## config.mk

```make
export PLATFORM = sky130hd
export DESIGN_NAME = conv_out_end_flat
export DESIGN_NICKNAME = d
export VERILOG_FILES = /design/src/core/adc_link_pkg.sv /design/src/core/adc_link_if.sv /design/src/core/conv_out_end.sv /design/src/core/ch_serializer.sv /design/src/flat_wrapper.sv
export SDC_FILE = /design/constraint.sdc
export NUM_CORES = 1
export LEC_CHECK = 0
export ABC_AREA = 0
export ABC_CLOCK_PERIOD_IN_PS = 11400
export BUFFER_PORTS_ARGS = -buffer_cell sky130_fd_sc_hd__buf_4
export CORE_MARGIN = 2
export CORE_UTILIZATION = 59
export DETAILED_ROUTE_END_ITERATION = 8
export PLACE_DENSITY = 0.82
export SLEW_MARGIN = 20
export SYNTH_ARGS = -nofsm -noshare
export SYNTH_HDL_FRONTEND = slang
export SYNTH_SLANG_ARGS = --single-unit
export TNS_END_PERCENT = 100
```

## constraint.sdc

```tcl
create_clock -name clk -period 11.4 [get_ports clk]
set_input_delay 2.28 -clock clk [delete_from_list [all_inputs] [get_ports clk]]
set_output_delay 2.28 -clock clk [all_outputs]
set_load 0.005 [all_outputs]
```

## src/core/adc_link_pkg.sv

```systemverilog
// Notes on behaviour
// bit clock runs six times sample clock
// host sets range selects matching sample rate
// host ties factory test select low
// sample on rising edge, output 6.5 cycles later
// one data bit per bit-clock half period
// each 12-bit word goes out LSB first
// frame marker rises with first word bit
// frame marker runs at sample rate
// format low two's complement, high offset binary
// offset binary equals two's complement plus 2048
// level select picks LVDS or SLVS levels
// host enables double termination with SLVS
// global power-down disables the reference
// host discards data 132 us after power-up
// test enable sends fixed pattern, LSB first
// channel power-down input silences its channel
// frame high six bit times, low six
package adc_link_pkg;
	localparam int NUM_CH = 4;
	localparam int WORD_BITS = 12;
	localparam int BIT_CLK_MULT = 6;
	localparam int SLOTS_PER_WORD = 2 * BIT_CLK_MULT;
	localparam int FRAME_HIGH_SLOTS = 6;
	localparam int WORD_START_SLOT = 6;
	localparam int LAT_WORDS = 6;
	localparam int PERIOD_W = 16;
	localparam int RANGE_W = 3;
	localparam logic [WORD_BITS-1:0] OFFSET_FLIP = 12'h800;
	localparam logic [WORD_BITS-1:0] TEST_PATTERN = 12'h0BD;
	localparam int CLK_PERIOD_NS = 100;
	localparam int CLK_KHZ = 10000;
	localparam int REF_SETTLE_US = 132;
	localparam int REF_SETTLE_CYCLES = (REF_SETTLE_US * 1000 + CLK_PERIOD_NS - 1) / CLK_PERIOD_NS;
	localparam int RANGE_MIN_KHZ [0:7] = '{45000, 32500, 22500, 16300, 11300, 8100, 5600, 4000};

	// lowest-numbered band whose floor the rate still meets; slower rates fall to the last band
	function automatic logic [RANGE_W-1:0] range_code_for(input logic [PERIOD_W-1:0] period_cyc);
		logic [RANGE_W-1:0] code;
		code = 3'h7;
		for (int i = 6; i >= 0; i--) begin
			if (64'(period_cyc) * 64'(RANGE_MIN_KHZ[i]) <= 64'(CLK_KHZ)) begin
				code = 3'(i);
			end
		end
		return code;
	endfunction
endpackage

```

## src/core/adc_link_if.sv

```systemverilog
`timescale 1ns/1ns
`default_nettype none
interface adc_link_if;
	import adc_link_pkg::*;
	logic sample_clk;
	logic [RANGE_W-1:0] mult_range_sel;
	logic factory_test_tie;
	logic format_sel;
	logic output_level_select;
	logic double_term_enable;
	logic global_powerdown;
	logic [NUM_CH-1:0] channel_powerdown;
	logic test_pattern_enable;
	logic bit_clock_out_p;
	logic bit_clock_out_n;
	logic frame_marker_p;
	logic frame_marker_n;
	logic [NUM_CH-1:0] data_out_p;
	logic [NUM_CH-1:0] data_out_n;
	logic level_is_slvs;

	modport device (
		input sample_clk, mult_range_sel, factory_test_tie, format_sel, output_level_select,
		input double_term_enable, global_powerdown, channel_powerdown, test_pattern_enable,
		output bit_clock_out_p, bit_clock_out_n, frame_marker_p, frame_marker_n,
		output data_out_p, data_out_n, level_is_slvs
	);
	modport host (
		output sample_clk, mult_range_sel, factory_test_tie, format_sel, output_level_select,
		output double_term_enable, global_powerdown, channel_powerdown, test_pattern_enable,
		input bit_clock_out_p, bit_clock_out_n, frame_marker_p, frame_marker_n,
		input data_out_p, data_out_n, level_is_slvs
	);
endinterface
`default_nettype wire

```

## src/core/conv_out_end.sv

```systemverilog
`timescale 1ns/1ns
`default_nettype none
module conv_out_end #(
	parameter int NUM_CH = adc_link_pkg::NUM_CH, // channel count
	parameter int WORD_BITS = adc_link_pkg::WORD_BITS // bits per word
) (
	adc_link_if.device link, // serial output link
	input wire logic clk, // system clock
	input wire logic rst_n, // synchronous reset, active low
	input wire logic [NUM_CH-1:0][WORD_BITS-1:0] sample_in, // stand-in for analog inputs
	output logic locked_q, // bit timing locked to sample clock
	output logic range_mismatch_q, // range selects disagree with measured rate
	output logic ref_enable_q, // internal reference powered
	output logic ref_settled_q, // reference has had its settling time
	output logic level_slvs_q, // output drivers at slvs levels
	output logic term_on_q // internal double termination on
);
	import adc_link_pkg::*;
	localparam int CTRL_W = 1 + RANGE_W + 5 + NUM_CH;

	logic [CTRL_W-1:0] ctl_s1_q;
	logic [CTRL_W-1:0] ctl_s2_q;
	logic s_clk;
	logic [RANGE_W-1:0] s_range;
	logic s_format;
	logic s_test;
	logic s_level;
	logic s_term;
	logic s_gpd;
	logic [NUM_CH-1:0] s_chpd;
	logic sclk_prev_q;
	logic sample_edge;

	// pins arrive from another party; every one but factory_test_tie passes two flops first
	always_ff @(posedge clk) begin
		if (!rst_n) begin
			ctl_s1_q <= '0;
			ctl_s2_q <= '0;
		end else begin
			ctl_s1_q <= {link.sample_clk, link.mult_range_sel, link.format_sel,
				link.test_pattern_enable, link.output_level_select, link.double_term_enable,
				link.global_powerdown, link.channel_powerdown};
			ctl_s2_q <= ctl_s1_q;
		end
	end

	assign {s_clk, s_range, s_format, s_test, s_level, s_term, s_gpd, s_chpd} = ctl_s2_q;

	always_ff @(posedge clk) begin
		if (!rst_n) begin
			sclk_prev_q <= 1'b0;
		end else begin
			sclk_prev_q <= s_clk;
		end
	end

	assign sample_edge = s_clk & ~sclk_prev_q;

	// measure the sample period so the slot timer can split it in twelve
	logic [PERIOD_W-1:0] cnt_q;
	logic [PERIOD_W-1:0] period_q;
	logic [1:0] edges_q;

	always_ff @(posedge clk) begin
		if (!rst_n) begin
			cnt_q <= '0;
			period_q <= '0;
		end else if (sample_edge) begin
			cnt_q <= '0;
			period_q <= cnt_q + 1'b1;
		end else if (cnt_q != '1) begin
			cnt_q <= cnt_q + 1'b1;
		end
	end

	always_ff @(posedge clk) begin
		if (!rst_n) begin
			edges_q <= '0;
			locked_q <= 1'b0;
		end else begin
			if (sample_edge && edges_q != 2'h2) begin
				edges_q <= edges_q + 2'h1;
			end
			// lock only at a sample edge: a mid-period start sends a short first frame
			if (sample_edge) begin
				locked_q <= (edges_q == 2'h2) && (period_q >= PERIOD_W'(SLOTS_PER_WORD));
			end
		end
	end

	// fractional accumulator: twelve slots per measured period, resynced at each edge
	logic [PERIOD_W+3:0] acc_q;
	logic [PERIOD_W+3:0] acc_sum;
	logic step;
	logic adv;
	logic [3:0] slot_q;
	logic [3:0] nslot;
	logic [3:0] wslot;

	assign acc_sum = acc_q + (PERIOD_W+4)'(SLOTS_PER_WORD);
	assign step = locked_q && !sample_edge && (acc_sum >= {4'h0, period_q});
	assign adv = locked_q && (sample_edge || step);

	always_comb begin
		if (sample_edge) begin
			nslot = 4'h0;
		end else if (slot_q == 4'(SLOTS_PER_WORD - 1)) begin
			nslot = 4'h0;
		end else begin
			nslot = slot_q + 4'h1;
		end
		if (nslot >= 4'(WORD_START_SLOT)) begin
			wslot = nslot - 4'(WORD_START_SLOT);
		end else begin
			wslot = nslot + 4'(SLOTS_PER_WORD - WORD_START_SLOT);
		end
	end

	always_ff @(posedge clk) begin
		if (!rst_n || sample_edge) begin
			acc_q <= '0;
		end else if (step) begin
			acc_q <= acc_sum - {4'h0, period_q};
		end else if (locked_q) begin
			acc_q <= acc_sum;
		end
	end

	always_ff @(posedge clk) begin
		if (!rst_n) begin
			slot_q <= '0;
		end else if (adv) begin
			slot_q <= nslot;
		end
	end

	// words start half a sample period after the edge, giving the half cycle of latency
	logic load;
	logic shift;
	assign load = adv && (nslot == 4'(WORD_START_SLOT));
	assign shift = adv && !load;

	always_ff @(posedge clk) begin
		if (!rst_n) begin
			link.bit_clock_out_p <= 1'b0;
			link.bit_clock_out_n <= 1'b1;
		end else if (!locked_q) begin
			link.bit_clock_out_p <= 1'b0;
			link.bit_clock_out_n <= 1'b1;
		end else if (adv) begin
			link.bit_clock_out_p <= ~wslot[0];
			link.bit_clock_out_n <= wslot[0];
		end
	end

	always_ff @(posedge clk) begin
		if (!rst_n) begin
			link.frame_marker_p <= 1'b0;
			link.frame_marker_n <= 1'b1;
		end else if (!locked_q) begin
			link.frame_marker_p <= 1'b0;
			link.frame_marker_n <= 1'b1;
		end else if (adv) begin
			link.frame_marker_p <= wslot < 4'(FRAME_HIGH_SLOTS);
			link.frame_marker_n <= wslot >= 4'(FRAME_HIGH_SLOTS);
		end
	end

	genvar g;
	generate
		for (g = 0; g < NUM_CH; g++) begin : g_ch
			ch_serializer #(
				.WORD_BITS(WORD_BITS),
				.DEPTH(LAT_WORDS + 1)
			) u_ser (
				.clk(clk),
				.rst_n(rst_n),
				.sample_edge(sample_edge && locked_q),
				.load(load),
				.shift(shift),
				.sample(sample_in[g]),
				.offset_bin(s_format),
				.test_en(s_test),
				.pd(s_chpd[g] | s_gpd),
				.bit_p_q(link.data_out_p[g]),
				.bit_n_q(link.data_out_n[g])
			);
		end
	endgenerate

	// reference follows the global power-down; settling only reported, not enforced
	logic [$clog2(REF_SETTLE_CYCLES+1)-1:0] settle_q;

	always_ff @(posedge clk) begin
		if (!rst_n) begin
			ref_enable_q <= 1'b0;
		end else begin
			ref_enable_q <= ~s_gpd;
		end
	end

	always_ff @(posedge clk) begin
		if (!rst_n || !ref_enable_q) begin
			settle_q <= '0;
			ref_settled_q <= 1'b0;
		end else if (settle_q != ($bits(settle_q))'(REF_SETTLE_CYCLES)) begin
			settle_q <= settle_q + 1'b1;
			ref_settled_q <= 1'b0;
		end else begin
			ref_settled_q <= 1'b1;
		end
	end

	always_ff @(posedge clk) begin
		if (!rst_n) begin
			level_slvs_q <= 1'b0;
			link.level_is_slvs <= 1'b0;
			term_on_q <= 1'b0;
		end else begin
			level_slvs_q <= s_level;
			link.level_is_slvs <= s_level;
			term_on_q <= s_term;
		end
	end

	// flags a host whose range selects do not fit the rate it actually runs
	always_ff @(posedge clk) begin
		if (!rst_n) begin
			range_mismatch_q <= 1'b0;
		end else if (locked_q) begin
			range_mismatch_q <= range_code_for(period_q) != s_range;
		end else begin
			range_mismatch_q <= 1'b0;
		end
	end
endmodule
`default_nettype wire

```

## src/core/ch_serializer.sv

```systemverilog
`timescale 1ns/1ns
`default_nettype none
module ch_serializer #(
	parameter int WORD_BITS = adc_link_pkg::WORD_BITS, // bits per word
	parameter int DEPTH = adc_link_pkg::LAT_WORDS + 1 // words held in flight
) (
	input wire logic clk, // system clock
	input wire logic rst_n, // synchronous reset, active low
	input wire logic sample_edge, // one-cycle pulse at sample clock rise
	input wire logic load, // one-cycle pulse at word start
	input wire logic shift, // one-cycle pulse at other bit slots
	input wire logic [WORD_BITS-1:0] sample, // converted two's complement sample
	input wire logic offset_bin, // offset binary format selected
	input wire logic test_en, // fixed pattern in place of data
	input wire logic pd, // channel silenced
	output logic bit_p_q, // serial bit, true side
	output logic bit_n_q // serial bit, complement side
);
	import adc_link_pkg::*;
	logic [WORD_BITS-1:0] pipe_q [0:DEPTH-1];
	logic [WORD_BITS-1:0] sreg_q;
	logic [WORD_BITS-1:0] word;

	always_ff @(posedge clk) begin
		if (!rst_n) begin
			for (int i = 0; i < DEPTH; i++) begin
				pipe_q[i] <= '0;
			end
		end else if (sample_edge) begin
			pipe_q[0] <= sample;
			for (int i = 1; i < DEPTH; i++) begin
				pipe_q[i] <= pipe_q[i-1];
			end
		end
	end

	always_comb begin
		if (pd) begin
			word = '0;
		end else if (test_en) begin
			word = TEST_PATTERN;
		end else if (offset_bin) begin
			word = pipe_q[DEPTH-1] ^ OFFSET_FLIP;
		end else begin
			word = pipe_q[DEPTH-1];
		end
	end

	always_ff @(posedge clk) begin
		if (!rst_n) begin
			sreg_q <= '0;
			bit_p_q <= 1'b0;
			bit_n_q <= 1'b1;
		end else if (load) begin
			sreg_q <= word >> 1;
			bit_p_q <= word[0];
			bit_n_q <= ~word[0];
		end else if (shift) begin
			sreg_q <= sreg_q >> 1;
			bit_p_q <= sreg_q[0];
			bit_n_q <= ~sreg_q[0];
		end
	end
endmodule
`default_nettype wire

```

## src/flat_wrapper.sv

```systemverilog
// flat-port wrapper written by rule: the top's interface ports become plain ports
module conv_out_end_flat import adc_link_pkg::*;
#(
	parameter int NUM_CH = adc_link_pkg::NUM_CH,                 
	parameter int WORD_BITS = adc_link_pkg::WORD_BITS                 
)
  (clk, rst_n, sample_in, locked_q, range_mismatch_q, ref_enable_q, ref_settled_q, level_slvs_q, term_on_q, link_sample_clk, link_mult_range_sel, link_factory_test_tie, link_format_sel, link_output_level_select, link_double_term_enable, link_global_powerdown, link_channel_powerdown, link_test_pattern_enable, link_bit_clock_out_p, link_bit_clock_out_n, link_frame_marker_p, link_frame_marker_n, link_data_out_p, link_data_out_n, link_level_is_slvs);
  adc_link_if link_i ();
  input wire logic clk;
  input wire logic rst_n;
  input wire logic [NUM_CH-1:0][WORD_BITS-1:0] sample_in;
  output logic locked_q;
  output logic range_mismatch_q;
  output logic ref_enable_q;
  output logic ref_settled_q;
  output logic level_slvs_q;
  output logic term_on_q;
  input wire logic [$bits(link_i.sample_clk)-1:0] link_sample_clk;
  input wire logic [$bits(link_i.mult_range_sel)-1:0] link_mult_range_sel;
  input wire logic [$bits(link_i.factory_test_tie)-1:0] link_factory_test_tie;
  input wire logic [$bits(link_i.format_sel)-1:0] link_format_sel;
  input wire logic [$bits(link_i.output_level_select)-1:0] link_output_level_select;
  input wire logic [$bits(link_i.double_term_enable)-1:0] link_double_term_enable;
  input wire logic [$bits(link_i.global_powerdown)-1:0] link_global_powerdown;
  input wire logic [$bits(link_i.channel_powerdown)-1:0] link_channel_powerdown;
  input wire logic [$bits(link_i.test_pattern_enable)-1:0] link_test_pattern_enable;
  output wire logic [$bits(link_i.bit_clock_out_p)-1:0] link_bit_clock_out_p;
  output wire logic [$bits(link_i.bit_clock_out_n)-1:0] link_bit_clock_out_n;
  output wire logic [$bits(link_i.frame_marker_p)-1:0] link_frame_marker_p;
  output wire logic [$bits(link_i.frame_marker_n)-1:0] link_frame_marker_n;
  output wire logic [$bits(link_i.data_out_p)-1:0] link_data_out_p;
  output wire logic [$bits(link_i.data_out_n)-1:0] link_data_out_n;
  output wire logic [$bits(link_i.level_is_slvs)-1:0] link_level_is_slvs;
  assign link_i.sample_clk = link_sample_clk;
  assign link_i.mult_range_sel = link_mult_range_sel;
  assign link_i.factory_test_tie = link_factory_test_tie;
  assign link_i.format_sel = link_format_sel;
  assign link_i.output_level_select = link_output_level_select;
  assign link_i.double_term_enable = link_double_term_enable;
  assign link_i.global_powerdown = link_global_powerdown;
  assign link_i.channel_powerdown = link_channel_powerdown;
  assign link_i.test_pattern_enable = link_test_pattern_enable;
  assign link_bit_clock_out_p = link_i.bit_clock_out_p;
  assign link_bit_clock_out_n = link_i.bit_clock_out_n;
  assign link_frame_marker_p = link_i.frame_marker_p;
  assign link_frame_marker_n = link_i.frame_marker_n;
  assign link_data_out_p = link_i.data_out_p;
  assign link_data_out_n = link_i.data_out_n;
  assign link_level_is_slvs = link_i.level_is_slvs;
  conv_out_end #(.NUM_CH(NUM_CH), .WORD_BITS(WORD_BITS)) u_core (.link(link_i), .clk(clk), .rst_n(rst_n), .sample_in(sample_in), .locked_q(locked_q), .range_mismatch_q(range_mismatch_q), .ref_enable_q(ref_enable_q), .ref_settled_q(ref_settled_q), .level_slvs_q(level_slvs_q), .term_on_q(term_on_q));
endmodule
```

Word level (Yosys, flattened, before mapping)
Memory sizes are Yosys's and may differ from the RTL's.
Cells that the tools add are included.
- register bits: 158
- bits in writable memories: 336
- output and inout bits: 19
- word-level logic and storage cells: 220
- memories: 4
- memories (memory ; depth ; width ; rd ports ; clocked after memory_dff ; wr ports ; RTL line ; text):
    u_core.g_ch[0].u_ser.pipe_q ; 7 ; 12 ; 7 ; 0 ; 7 ; ch_serializer.sv:20 ; logic [WORD_BITS-1:0] pipe_q [0:DEPTH-1];
    u_core.g_ch[1].u_ser.pipe_q ; 7 ; 12 ; 7 ; 0 ; 7 ; ch_serializer.sv:20 ;
    u_core.g_ch[2].u_ser.pipe_q ; 7 ; 12 ; 7 ; 0 ; 7 ; ch_serializer.sv:20 ;
    u_core.g_ch[3].u_ser.pipe_q ; 7 ; 12 ; 7 ; 0 ; 7 ; ch_serializer.sv:20 ;
- add/subtract/negate cells: 8
- multipliers: 7
- $lt $le $gt $ge: 12
- equal/unequal tests: 7
- mux-type cells: 83
- bitwise logic cells: 49
- reductions and logical operators: 19
- operator list (cell ; number):
    2-to-1 mux 12 bit ; 40
    2-to-1 mux 11 bit ; 8
    multiplier 16 x 13 -> 29 bit (second input constant) ; 3
    <= comparator 31 x 14 -> 1 bit (second input constant) ; 2
    <= comparator 30 x 14 -> 1 bit (second input constant) ; 2
    <= comparator 29 x 14 -> 1 bit (second input constant) ; 2
    multiplier 16 x 12 -> 28 bit (second input constant) ; 2
    2-to-1 mux 20 bit ; 2
    <= comparator 32 x 14 -> 1 bit (second input constant) ; 1
    OR 1 bit ; 32
    multiplier 16 x 11 -> 27 bit (second input constant) ; 1
    multiplier 16 x 8 -> 24 bit (second input constant) ; 1
    2-to-1 mux 1 bit ; 22
    adder 20 x 4 -> 20 bit (second input constant) ; 1
    greater-or-equal comparator 20 x 16 -> 1 bit ; 1
    subtractor 20 x 16 -> 20 bit ; 1
    2-to-1 mux 3 bit ; 6
    adder 16 x 1 -> 16 bit (second input constant) ; 1
    greater-or-equal comparator 16 x 4 -> 1 bit (second input constant) ; 1
    inequality test 16 bit (second input constant) ; 1
    NOT 1 bit ; 16
    2-to-1 mux 4 bit ; 3
    adder 11 x 1 -> 11 bit (second input constant) ; 1
    inequality test 11 bit (second input constant) ; 1
    19 further kinds ; 34

Depth between registers and ports, before layout
Gate-level depths: netlist of run 1.
- depth in word-level cells: 12
- depth in mapped cells: 24
- depth with buffers taken out: 23

By module
From an unflattened synthesis of run 1, not the netlist that was laid out.
- cells, all modules: 3848
- area total of the unflattened synthesis: 39790.7 um^2
- modules (own cells, without submodules) (module ; times used ; cells each ; area an instance (um^2) ; sequential area each (um^2)):
    conv_out_end ; 1 ; 2798 ; 24578.6 ; 2122.0
    ch_serializer (u_core.g_ch[0].u_ser ...) ; 3 ; 263 ; 3813.7 ; 2782.7
    ch_serializer (u_core.g_ch[3].u_ser) ; 1 ; 261 ; 3771.1 ; 2782.7

Least setup slack after synthesis of run 1
Ideal clock, no wire load.
- path kind: in2reg
- start point: input port rst_n
- end point: memory u_core.g_ch[0].u_ser.pipe_q[0][0] (enable)
- library setup time: 2.472 ns
- arrival time: 8.553 ns
- data required time: 8.928 ns
- setup slack: 0.375 ns
- cell stages on the path: 4
- path buffers: 3
- cells stage by stage: clkbuf_1 > clkbuf_1 > clkbuf_1 > nand2_1
- RTL lines (element ; RTL line ; text):
    from (decl) ; flat_wrapper.sv:10 ; input wire logic rst_n;
    to (decl) ; ch_serializer.sv:20 ;

Worst setup path in the final report of run 1
- start point: register u_core.period_q[7]
- end point: register u_core.range_mismatch_q
- cells in the longest elaborated chain, start to end: 12
- elaborated cells between the ends (all ways): 24
- those cells by class: mul (7); order compare (7); eq/ne (1); mux (9)
- ends and longest elaborated chain (element ; RTL line ; text):
    from (decl) ; conv_out_end.sv:61 ; logic [PERIOD_W-1:0] period_q;
    from (signal assigned) ; conv_out_end.sv:70 ; period_q <= cnt_q + 1'b1;
    multiplier 16 x 8 -> 24 bit ; adc_link_pkg.sv:42 ; if (64'(period_cyc) * 64'(RANGE_MIN_KHZ[i]) <= 64'(CLK_KHZ)) begin
    <= comparator 29 x 14 -> 1 bit ; adc_link_pkg.sv:42 ;
    2-to-1 mux 1 bit ; adc_link_pkg.sv:42 ;
    2-to-1 mux 2 bit (2 in a row) ; adc_link_pkg.sv:42 ;
    2-to-1 mux 3 bit (3 in a row) ; adc_link_pkg.sv:42 ;
    2-to-1 mux 3 bit * ; adc_link_pkg.sv:42 ;
    2-to-1 mux 3 bit * ; conv_out_end.sv:230 ; end else if (locked_q) begin
    2-to-1 mux 3 bit * ; conv_out_end.sv:228 ; if (!rst_n) begin
    inequality test 3 bit * ; conv_out_end.sv:231 ; range_mismatch_q <= range_code_for(period_q) != s_range;
    to (signal assigned) ; conv_out_end.sv:231 ;
    to (decl) ; conv_out_end.sv:12 ; output logic range_mismatch_q,
Every way passes the cells marked *; elsewhere a longest branch is shown, timed or not. The select of a mux whose other input is x is not followed.
A chain may end at the register's enable or synchronous reset.

==> flow_metrics.tcl, run 1 <==
set metrics [dict create \
    run_status "finished clean" \
    ant_nets_after_route 0 \
    critical_path.reg2reg.endpoint "u_core.range_mismatch_q" \
    ios 83 \
    crit_required_ns 11.87 \
    netlist.top_cell.by_area "sky130_fd_sc_hd__edfxtp_1" \
    h_tree_depth 2 \
    placementRows 94 \
    layout-area-overhead-vs-synth_pct 7.758 \
    die_area_um2 68640 \
    whs_path_depth 1 \
    antenna_cells_inserted 0 \
    power.density_nw_per_um2 88.84 \
    fin_crit_sh 0.7207 \
    core-area_um2 65860 \
    initial_utilization 0.5963 \
    critPathLaunchType "register" \
    holdBufCountCts 0 \
    first_global_vias 26940 \
    setup.worst_path.class "register to register" \
    worst_hold_endpoint "u_core.ctl_s2_q[10]" \
    wirelength_mm 91.20 \
    fin_worst_skew_ns 0.05064 \
    grt_pass1_wl_mm 142.7 \
    postCtsSetupRepairBufs 0 \
    worst_setup_hold_path_clk_slew_ns 0.06 \
    finalSetupViolCount 0 \
    placedInstanceArea_um2 40680 \
    netlist_area_um2 39270 \
    rsz0062_at_grt "no" \
    r2r_start "u_core.period_q[7]" \
    post_drt_wl_per_cell_um 19.27 \
    timing.max_cap.violations 0 \
    detailed_place_hpwl_mm 70.52 \
    die_h_um 262 \
    gpl.final_weighted_congestion 0.9840 \
    finalHoldWorstSlack_ns 0.4353 \
    max_slew_margin 0.2167 \
    finalWorstSetupSlack_ns 3.184 \
    cts_tree "built" \
    syn_avg_cell_area_um2 10.34 \
    cts.repair.resized 0 \
    antenna_violations_before_repair 0 \
    worstSetupStartpoint "u_core.period_q[7]" \
    synth_cell_types 84 \
    tritoncts.num_buffers 49 \
    design_power_total_mw 3.760 \
    worst-endpoint-arrival_ns 8.68 \
    area_share_of_the_largest_cell_type_after_synthesis 0.2569 \
    yosys-top-cells-area "sky130_fd_sc_hd__edfxtp_1, sky130_fd_sc_hd__fa_1, sky130_fd_sc_hd__ha_1" \
    sink_count 494 \
    finalCoreUtilization 0.6425 \
    dr.first_iter.drc_count 2071 \
    maxClockFrequency_ghz 0.1217 \
    slew_at_the_pin_with_the_worst_max_slew_slack_ns 1.168 \
    die_w_um 262 \
    clockRootBuffer "sky130_fd_sc_hd__clkbuf_16" \
    grtUsageTotal 0.2692 \
    post_drt_via_cell_ratio 5.775 \
    drcViolationCount 0 \
    worst_skew_pair.late_latency_ns 0.63 \
    number_of_cell_instances_on_the_worst_register_to_register_path 22 \
    clock_path_buffers 3 \
    synth_seq_cells 494 \
    fin_tns_setup_ns 0 \
    hold_path.class "register to register" \
    fill_cells 5144 \
    final-hold-violation-count 0 \
    post-place-ws_ns 3.394 \
    p_leak_nw 20.35 \
    netlist_instances 3799 \
    firstDrtPassIters 8 \
    timing.critical_path.fanout_max 13 \
    timing.hold.worst.start "u_core.ctl_s1_q[10]" \
    seq_area_frac_synth 0.3375 \
    yosysWarnings 0 \
    synth_edf_count 336 \
    io_buffers 81 \
    grt_start_max_net_pins 220 \
    ir_drop_mv 0.1355 \
    endpoint_type_of_the_worst_setup_path "register" \
    synthesis.nets 4589 \
    nNetsFinal 4618 \
    rrSetupSlack_ns 3.18 \
    place_inst 4640 \
    final_cell_count_without_fillers 4732 \
    postLayoutCellArea_um2 42320 \
    fin_crit_ns 8.216 \
    yosys_most_used_dff "sky130_fd_sc_hd__edfxtp_1" \
    timing.final.max_slew_violations 0 \
    synth-async-reset-ratio 0 \
    via_count 27330 \
    grt_overflow 0 \
    drive_above_1_share 0.05662 \
]
-- critical path, cell delays in order, from the launching register on --
cell	delay (ns)
sky130_fd_sc_hd__dfxtp_1	0.30
sky130_fd_sc_hd__buf_4	0.31
sky130_fd_sc_hd__inv_1	0.39
sky130_fd_sc_hd__fa_1	0.82
sky130_fd_sc_hd__inv_1	0.09
sky130_fd_sc_hd__fa_1	0.54
sky130_fd_sc_hd__inv_1	0.13
sky130_fd_sc_hd__fa_1	0.55
sky130_fd_sc_hd__fa_1	0.53
sky130_fd_sc_hd__fa_1	0.56
sky130_fd_sc_hd__inv_1	0.04
sky130_fd_sc_hd__ha_1	0.44
sky130_fd_sc_hd__a31oi_1	0.44
sky130_fd_sc_hd__o21ai_0	0.25
sky130_fd_sc_hd__or4_1	0.51
sky130_fd_sc_hd__a2111oi_0	0.49
sky130_fd_sc_hd__o2111ai_1	0.19
sky130_fd_sc_hd__nor4_1	0.30
sky130_fd_sc_hd__buf_4	0.23
sky130_fd_sc_hd__nor2_1	0.08
sky130_fd_sc_hd__o311ai_0	0.43
sky130_fd_sc_hd__nor3b_1	0.10
sky130_fd_sc_hd__or3_1	0.38
-- registers in the layout, summed over array words and instances, names as in the netlist, 2 cells and up --
signal                     flops
u_core.g_ch.u_ser.sreg_q      44
u_core.settle_q               11
u_core.g_ch.u_ser.bit_p_q      4
u_core.acc_q                  20
u_core.edges_q                 2
u_core.slot_q                  4
u_core.ctl_s2_q               13
u_core.g_ch.u_ser.bit_n_q      4
u_core.cnt_q                  16
u_core.g_ch.u_ser.pipe_q     336
u_core.period_q               16
u_core.ctl_s1_q               13
-- cells by family (layout without fill, tap and decap cells) --
group / count (synthesis) / in the layout / synth area share
compound gates: 657 / 657 / 0.1137
xor+xnor: 118 / 118 / 0.02632
fa+ha+maj: 726 / 726 / 0.2994
buf+inv: 716 / 785 / 0.06942
flops: 494 / 494 / 0.3375
mux: 23 / 23 / 0.005958
simple gates: 1065 / 1065 / 0.1478
-- cell usage in the layout (no fill, tap or decap), types with 9 or more instances in the layout --
cell type / count
sky130_fd_sc_hd__dfxtp_1: 158
sky130_fd_sc_hd__nand2b_1: 31
sky130_fd_sc_hd__a21oi_1: 158
sky130_fd_sc_hd__edfxtp_1: 336
sky130_fd_sc_hd__xor2_1: 56
sky130_fd_sc_hd__nor4_1: 16
sky130_fd_sc_hd__o211ai_1: 37
sky130_fd_sc_hd__or4_1: 9
sky130_fd_sc_hd__a2111oi_0: 13
sky130_fd_sc_hd__buf_4: 110
sky130_fd_sc_hd__a31oi_1: 21
sky130_fd_sc_hd__o22ai_1: 28
sky130_fd_sc_hd__a21boi_0: 15
sky130_fd_sc_hd__o211a_1: 46
sky130_fd_sc_hd__a211oi_1: 18
sky130_fd_sc_hd__clkinv_2: 13
sky130_fd_sc_hd__clkinv_1: 10
sky130_fd_sc_hd__and2_1: 378
sky130_fd_sc_hd__o21bai_1: 22
sky130_fd_sc_hd__fa_1: 356
sky130_fd_sc_hd__o2111ai_1: 11
sky130_fd_sc_hd__o31ai_1: 14
sky130_fd_sc_hd__nor3_1: 44
sky130_fd_sc_hd__nand3_1: 108
sky130_fd_sc_hd__ha_1: 370
sky130_fd_sc_hd__o21a_1: 25
sky130_fd_sc_hd__mux2i_1: 20
sky130_fd_sc_hd__clkbuf_16: 50
sky130_fd_sc_hd__or3_1: 9
sky130_fd_sc_hd__a21o_1: 48
sky130_fd_sc_hd__inv_1: 581
sky130_fd_sc_hd__nand3b_1: 12
sky130_fd_sc_hd__nor2b_1: 23
sky130_fd_sc_hd__nand4_1: 38
sky130_fd_sc_hd__nor2_1: 142
sky130_fd_sc_hd__xnor2_1: 62
sky130_fd_sc_hd__o21ai_0: 114
sky130_fd_sc_hd__nand2_1: 182
sky130_fd_sc_hd__and3_1: 26
-- layout make-up --
cell class | instances | area, um2 | share of cell area
clock inverters | 32 | 307.8 | 0.007273
repair buffers | 112 | 873.3 | 0.02064
clock buffers | 59 | 1305 | 0.03084
inverters | 582 | 2185 | 0.05162
multi-input cells | 2589 | 23310 | 0.5509
well taps | 864 | 1081 | 0.02554
flip-flops and latches | 494 | 13250 | 0.3132
-- synth_stat cells, types with 8 or more instances --
library cell                instances
sky130_fd_sc_hd__nor4_1            16
sky130_fd_sc_hd__edfxtp_1         336
sky130_fd_sc_hd__o31ai_1           14
sky130_fd_sc_hd__xnor2_1           62
sky130_fd_sc_hd__or3_1              9
sky130_fd_sc_hd__nand3b_1          12
sky130_fd_sc_hd__and2_1           378
sky130_fd_sc_hd__o211a_1           46
sky130_fd_sc_hd__buf_4              9
sky130_fd_sc_hd__nand4_1           38
sky130_fd_sc_hd__a22oi_1            8
sky130_fd_sc_hd__ha_1             370
sky130_fd_sc_hd__a2111oi_0         13
sky130_fd_sc_hd__o211ai_1          37
sky130_fd_sc_hd__nor2_1           143
sky130_fd_sc_hd__xor2_1            56
sky130_fd_sc_hd__nor4b_1            8
sky130_fd_sc_hd__a21o_1            49
sky130_fd_sc_hd__a21oi_1          158
sky130_fd_sc_hd__mux2i_1           20
sky130_fd_sc_hd__nand2_1          183
sky130_fd_sc_hd__a21boi_0          15
sky130_fd_sc_hd__or4_1              9
sky130_fd_sc_hd__and3_1            26
sky130_fd_sc_hd__nand2b_1          31
sky130_fd_sc_hd__clkbuf_1         116
sky130_fd_sc_hd__a211oi_1          18
sky130_fd_sc_hd__nor3_1            44
sky130_fd_sc_hd__o21ai_0          114
sky130_fd_sc_hd__o21bai_1          22
sky130_fd_sc_hd__o22ai_1           28
sky130_fd_sc_hd__nand3_1          108
sky130_fd_sc_hd__nor2b_1           23
sky130_fd_sc_hd__o2111ai_1         11
sky130_fd_sc_hd__inv_1            581
sky130_fd_sc_hd__a31oi_1           21
sky130_fd_sc_hd__fa_1             356
sky130_fd_sc_hd__dfxtp_1          158
sky130_fd_sc_hd__o21a_1            25
-- power by group --
part           internal, mW  switching, mW
Clock                 0.894          0.687
Sequential             1.96         0.0150
Combinational        0.0757          0.128
-- layer usage --
layer | track usage | part of all wire
met1 | 0.3413 | 0.40
met2 | 0.4420 | 0.47
met3 | 0.03665 | 0.058
met4 | 0.1621 | 0.068
met5 | 0 | 0
-- worst max-delay path by stage --
stage                                              endpoint  depth (start not counted)
after floorplan           u_core.g_ch[0].u_ser.pipe_q[0][0]                          4
after global placement              u_core.range_mismatch_q                         22
after detailed placement            u_core.range_mismatch_q                         23
after CTS                           u_core.range_mismatch_q                         22
after global routing                u_core.range_mismatch_q                         22
final                               u_core.range_mismatch_q                         22
Power figures use the tool's default switching activity.
==> run 2, diff against run 1 <==
Settings changed: ABC_AREA 0 to 1, ABC_CLOCK_PERIOD_IN_PS 11400 to 7600, CORE_UTILIZATION 59 to 65, PLACE_DENSITY 0.82 to 0.85.
Clock period 11.4 ns to 7.6 ns, I/O delays scaled along.
==> run 2 against run 1 <==
Clock power rose by 54%. Die area fell by 5.1%. Hold slack got worse by 0.025 ns. Synthesized cell count rose by 29%. Sequential share of layout area fell by 1.4 points. Count of clock-buffer cells in the layout did not move. Sequential power rose by 50%. Register-to-register slack got worse by 2.2 ns. Utilization rose by 6.4 points. Critical path type unchanged.
==> flow_metrics.tcl, run 2 <==
set metrics [dict create \
    worst-endpoint-arrival_ns 7.16 \
    yosys-top-cells-area "sky130_fd_sc_hd__edfxtp_1, sky130_fd_sc_hd__fa_1, sky130_fd_sc_hd__ha_1" \
    placementRows 92 \
    rrSetupSlack_ns 0.95 \
    io_buffers 81 \
    via_count 32470 \
    post_drt_wl_per_cell_um 18.45 \
    slowest_delay_ns 0.73 \
    timing.critical_path.fanout_max 8 \
    power.density_nw_per_um2 130.2 \
    first_global_vias 32440 \
    cts.repair.resized 0 \
    crit_required_ns 8.11 \
    syn_avg_cell_area_um2 8.361 \
    maxClockFrequency_ghz 0.1503 \
    grt_overflow 0 \
    post-place-ws_ns 1.118 \
    critical_path.reg2reg.endpoint "u_core.range_mismatch_q" \
    setup.worst_path.class "register to register" \
    seq_area_frac_synth 0.3232 \
    hold_path.class "register to register" \
    fill_cells 4660 \
    registers.top_by_ff_count "u_core.g_ch.u_ser.pipe_q" \
    fin_tns_setup_ns 0 \
    detailed_place_hpwl_mm 84.89 \
    timing.hold.worst.start "u_core.ctl_s1_q[11]" \
    r2r_start "u_core.period_q[8]" \
    die_h_um 255.2 \
    gpl.final_weighted_congestion 1.025 \
    synth_edf_count 336 \
    slew_at_the_pin_with_the_worst_max_slew_slack_ns 1.134 \
    most-common-layout-cells "sky130_fd_sc_hd__inv_1, sky130_fd_sc_hd__nand2_1, sky130_fd_sc_hd__nor2_1" \
    initial_utilization 0.6536 \
    postCtsSetupRepairBufs 0 \
    holdBufCountCts 0 \
    worst_hold_endpoint "u_core.ctl_s2_q[11]" \
    netlist.top_cell.by_area "sky130_fd_sc_hd__edfxtp_1" \
    finalSetupViolCount 0 \
    post_drt_via_cell_ratio 5.529 \
    die_area_um2 65110 \
    synth_most_common_cell "sky130_fd_sc_hd__inv_1" \
    drive_above_1_share 0.04656 \
    whs_path_depth 2 \
    rsz0062_at_grt "no" \
    layout-area-overhead-vs-synth_pct 8.056 \
    final_cell_count_without_fillers 5872 \
    max_slew_margin 0.2383 \
    ios 83 \
    number_of_cell_instances_on_the_worst_register_to_register_path 29 \
    worst_setup_hold_path_clk_slew_ns 0.06 \
    netlist_instances 4904 \
    most_common_library_cell_in_the_layout_ignoring_fill_and_taps "sky130_fd_sc_hd__inv_1" \
    synth.top_cells.by_count "sky130_fd_sc_hd__inv_1, sky130_fd_sc_hd__nand2_1, sky130_fd_sc_hd__nor2_1" \
    run_status "finished clean" \
    endpoint_type_of_the_worst_setup_path "register" \
    netlist_area_um2 41000 \
    sink_count 494 \
    grtUsageTotal 0.3423 \
    finalWorstSetupSlack_ns 0.9480 \
    area_share_of_the_largest_cell_type_after_synthesis 0.2461 \
    critPathLaunchType "register" \
    biggest_registers_after_layout "u_core.g_ch.u_ser.pipe_q (336), u_core.g_ch.u_ser.sreg_q (44), u_core.acc_q (20)" \
    clock_path_buffers 3 \
    nNetsFinal 5778 \
    design_power_total_mw 5.771 \
    timing.max_cap.violations 0 \
    clockRootBuffer "sky130_fd_sc_hd__clkbuf_16" \
    cts_tree "built" \
    synth_cell_types 56 \
    fin_worst_skew_ns 0.03181 \
    antenna_cells_inserted 0 \
    critical-path-top-cell-by-count "sky130_fd_sc_hd__nand2_1" \
    grt_pass1_wl_mm 171.1 \
    final-hold-violation-count 0 \
    synthesis.nets 5694 \
    drcViolationCount 0 \
    synth-async-reset-ratio 0 \
    ir_drop_mv 0.2184 \
    path_buf_inv 6 \
    largest_register_ffs 336 \
    yosysWarnings 0 \
    fin_crit_sh 0.8753 \
    firstDrtPassIters 6 \
    h_tree_depth 2 \
    antenna_violations_before_repair 2 \
    dr.first_iter.drc_count 3021 \
    ant_nets_after_route 0 \
    core-area_um2 62740 \
    critical-path-top-delay-family "adder cells" \
    wirelength_mm 108.3 \
    die_w_um 255.2 \
    p_leak_nw 23.34 \
    critical-path-slowest-cell "sky130_fd_sc_hd__dfxtp_1" \
    yosys_most_used_dff "sky130_fd_sc_hd__edfxtp_1" \
    tritoncts.num_buffers 48 \
    timing.final.max_slew_violations 0 \
    place_inst 5783 \
    fin_crit_ns 6.652 \
    synth_seq_cells 494 \
    grt_start_max_net_pins 234 \
    worst_skew_pair.late_latency_ns 0.61 \
]
==> run 2: cells by family after synthesis <==
kind of cell | Yosys count | synth area share
flops | 494 | 0.3232
buf+inv | 1313 | 0.1219
simple gates | 1814 | 0.1857
compound gates | 478 | 0.06539
fa+ha+maj | 726 | 0.2867
xor+xnor | 79 | 0.01706
==> run 2: worst min-delay path, cell delays in order, from the launching register on <==
cell and delay [ns]:
sky130_fd_sc_hd__dfxtp_1 0.30, sky130_fd_sc_hd__nand2_1 0.04, sky130_fd_sc_hd__inv_1 0.04
==> run 2: layout make-up <==
type | instances | area [um2] | share of cell area
inverter | 1215 | 4562 | 0.1030
multi-input combinational | 3097 | 22780 | 0.5142
timing repair buffer | 132 | 1036 | 0.02338
clock inverter | 29 | 342.8 | 0.007737
tap | 846 | 1059 | 0.02389
sequential | 494 | 13250 | 0.2991
clock buffer | 59 | 1272 | 0.02872
==> run 2: layer usage <==
metal  global-route usage  routed length [um]  up-vias
met5                    0                  26        -
met2               0.5536               50100     1321
met4               0.1627                5681        4
met1               0.4401               43020    15320
li1                     -                   -    15480
met3              0.07566                9495      341
==> run 2: report_power, final <==
group	switching, mW	internal (mW)
Sequential	0.0301	2.94
Combinational	0.246	0.123
Clock	1.05	1.38
==> run 2: worst max-delay path by stage <==
stage	startpoint	end	depth (start not counted)	slack, ns
global route	u_core.period_q[8]	u_core.range_mismatch_q	30	0.53
CTS	u_core.period_q[8]	u_core.range_mismatch_q	29	1.06
floorplan	rst_n	u_core.g_ch[0].u_ser.pipe_q[0][0]	4	0.81
global placement	u_core.period_q[8]	u_core.range_mismatch_q	31	1.16
finish	u_core.period_q[8]	u_core.range_mismatch_q	29	0.95
detailed placement	u_core.period_q[8]	u_core.range_mismatch_q	30	1.12
==> run 2: through the flow <==
| step | util | hold WS (ns) | area, um2 |
|---|---|---|---|
| 2_1_floorplan | - | 0.3905 | 41010 |
| 3_3_place_gp | 0.6801 | 0.3948 | 42660 |
| 3_5_place_dp | 0.6801 | 0.3981 | 42660 |
| 4_1_cts | 0.7058 | 0.4126 | 44280 |
| 5_1_grt | 0.7063 | 0.4265 | 44310 |
| 6_report | 0.7063 | 0.4107 | 44310 |
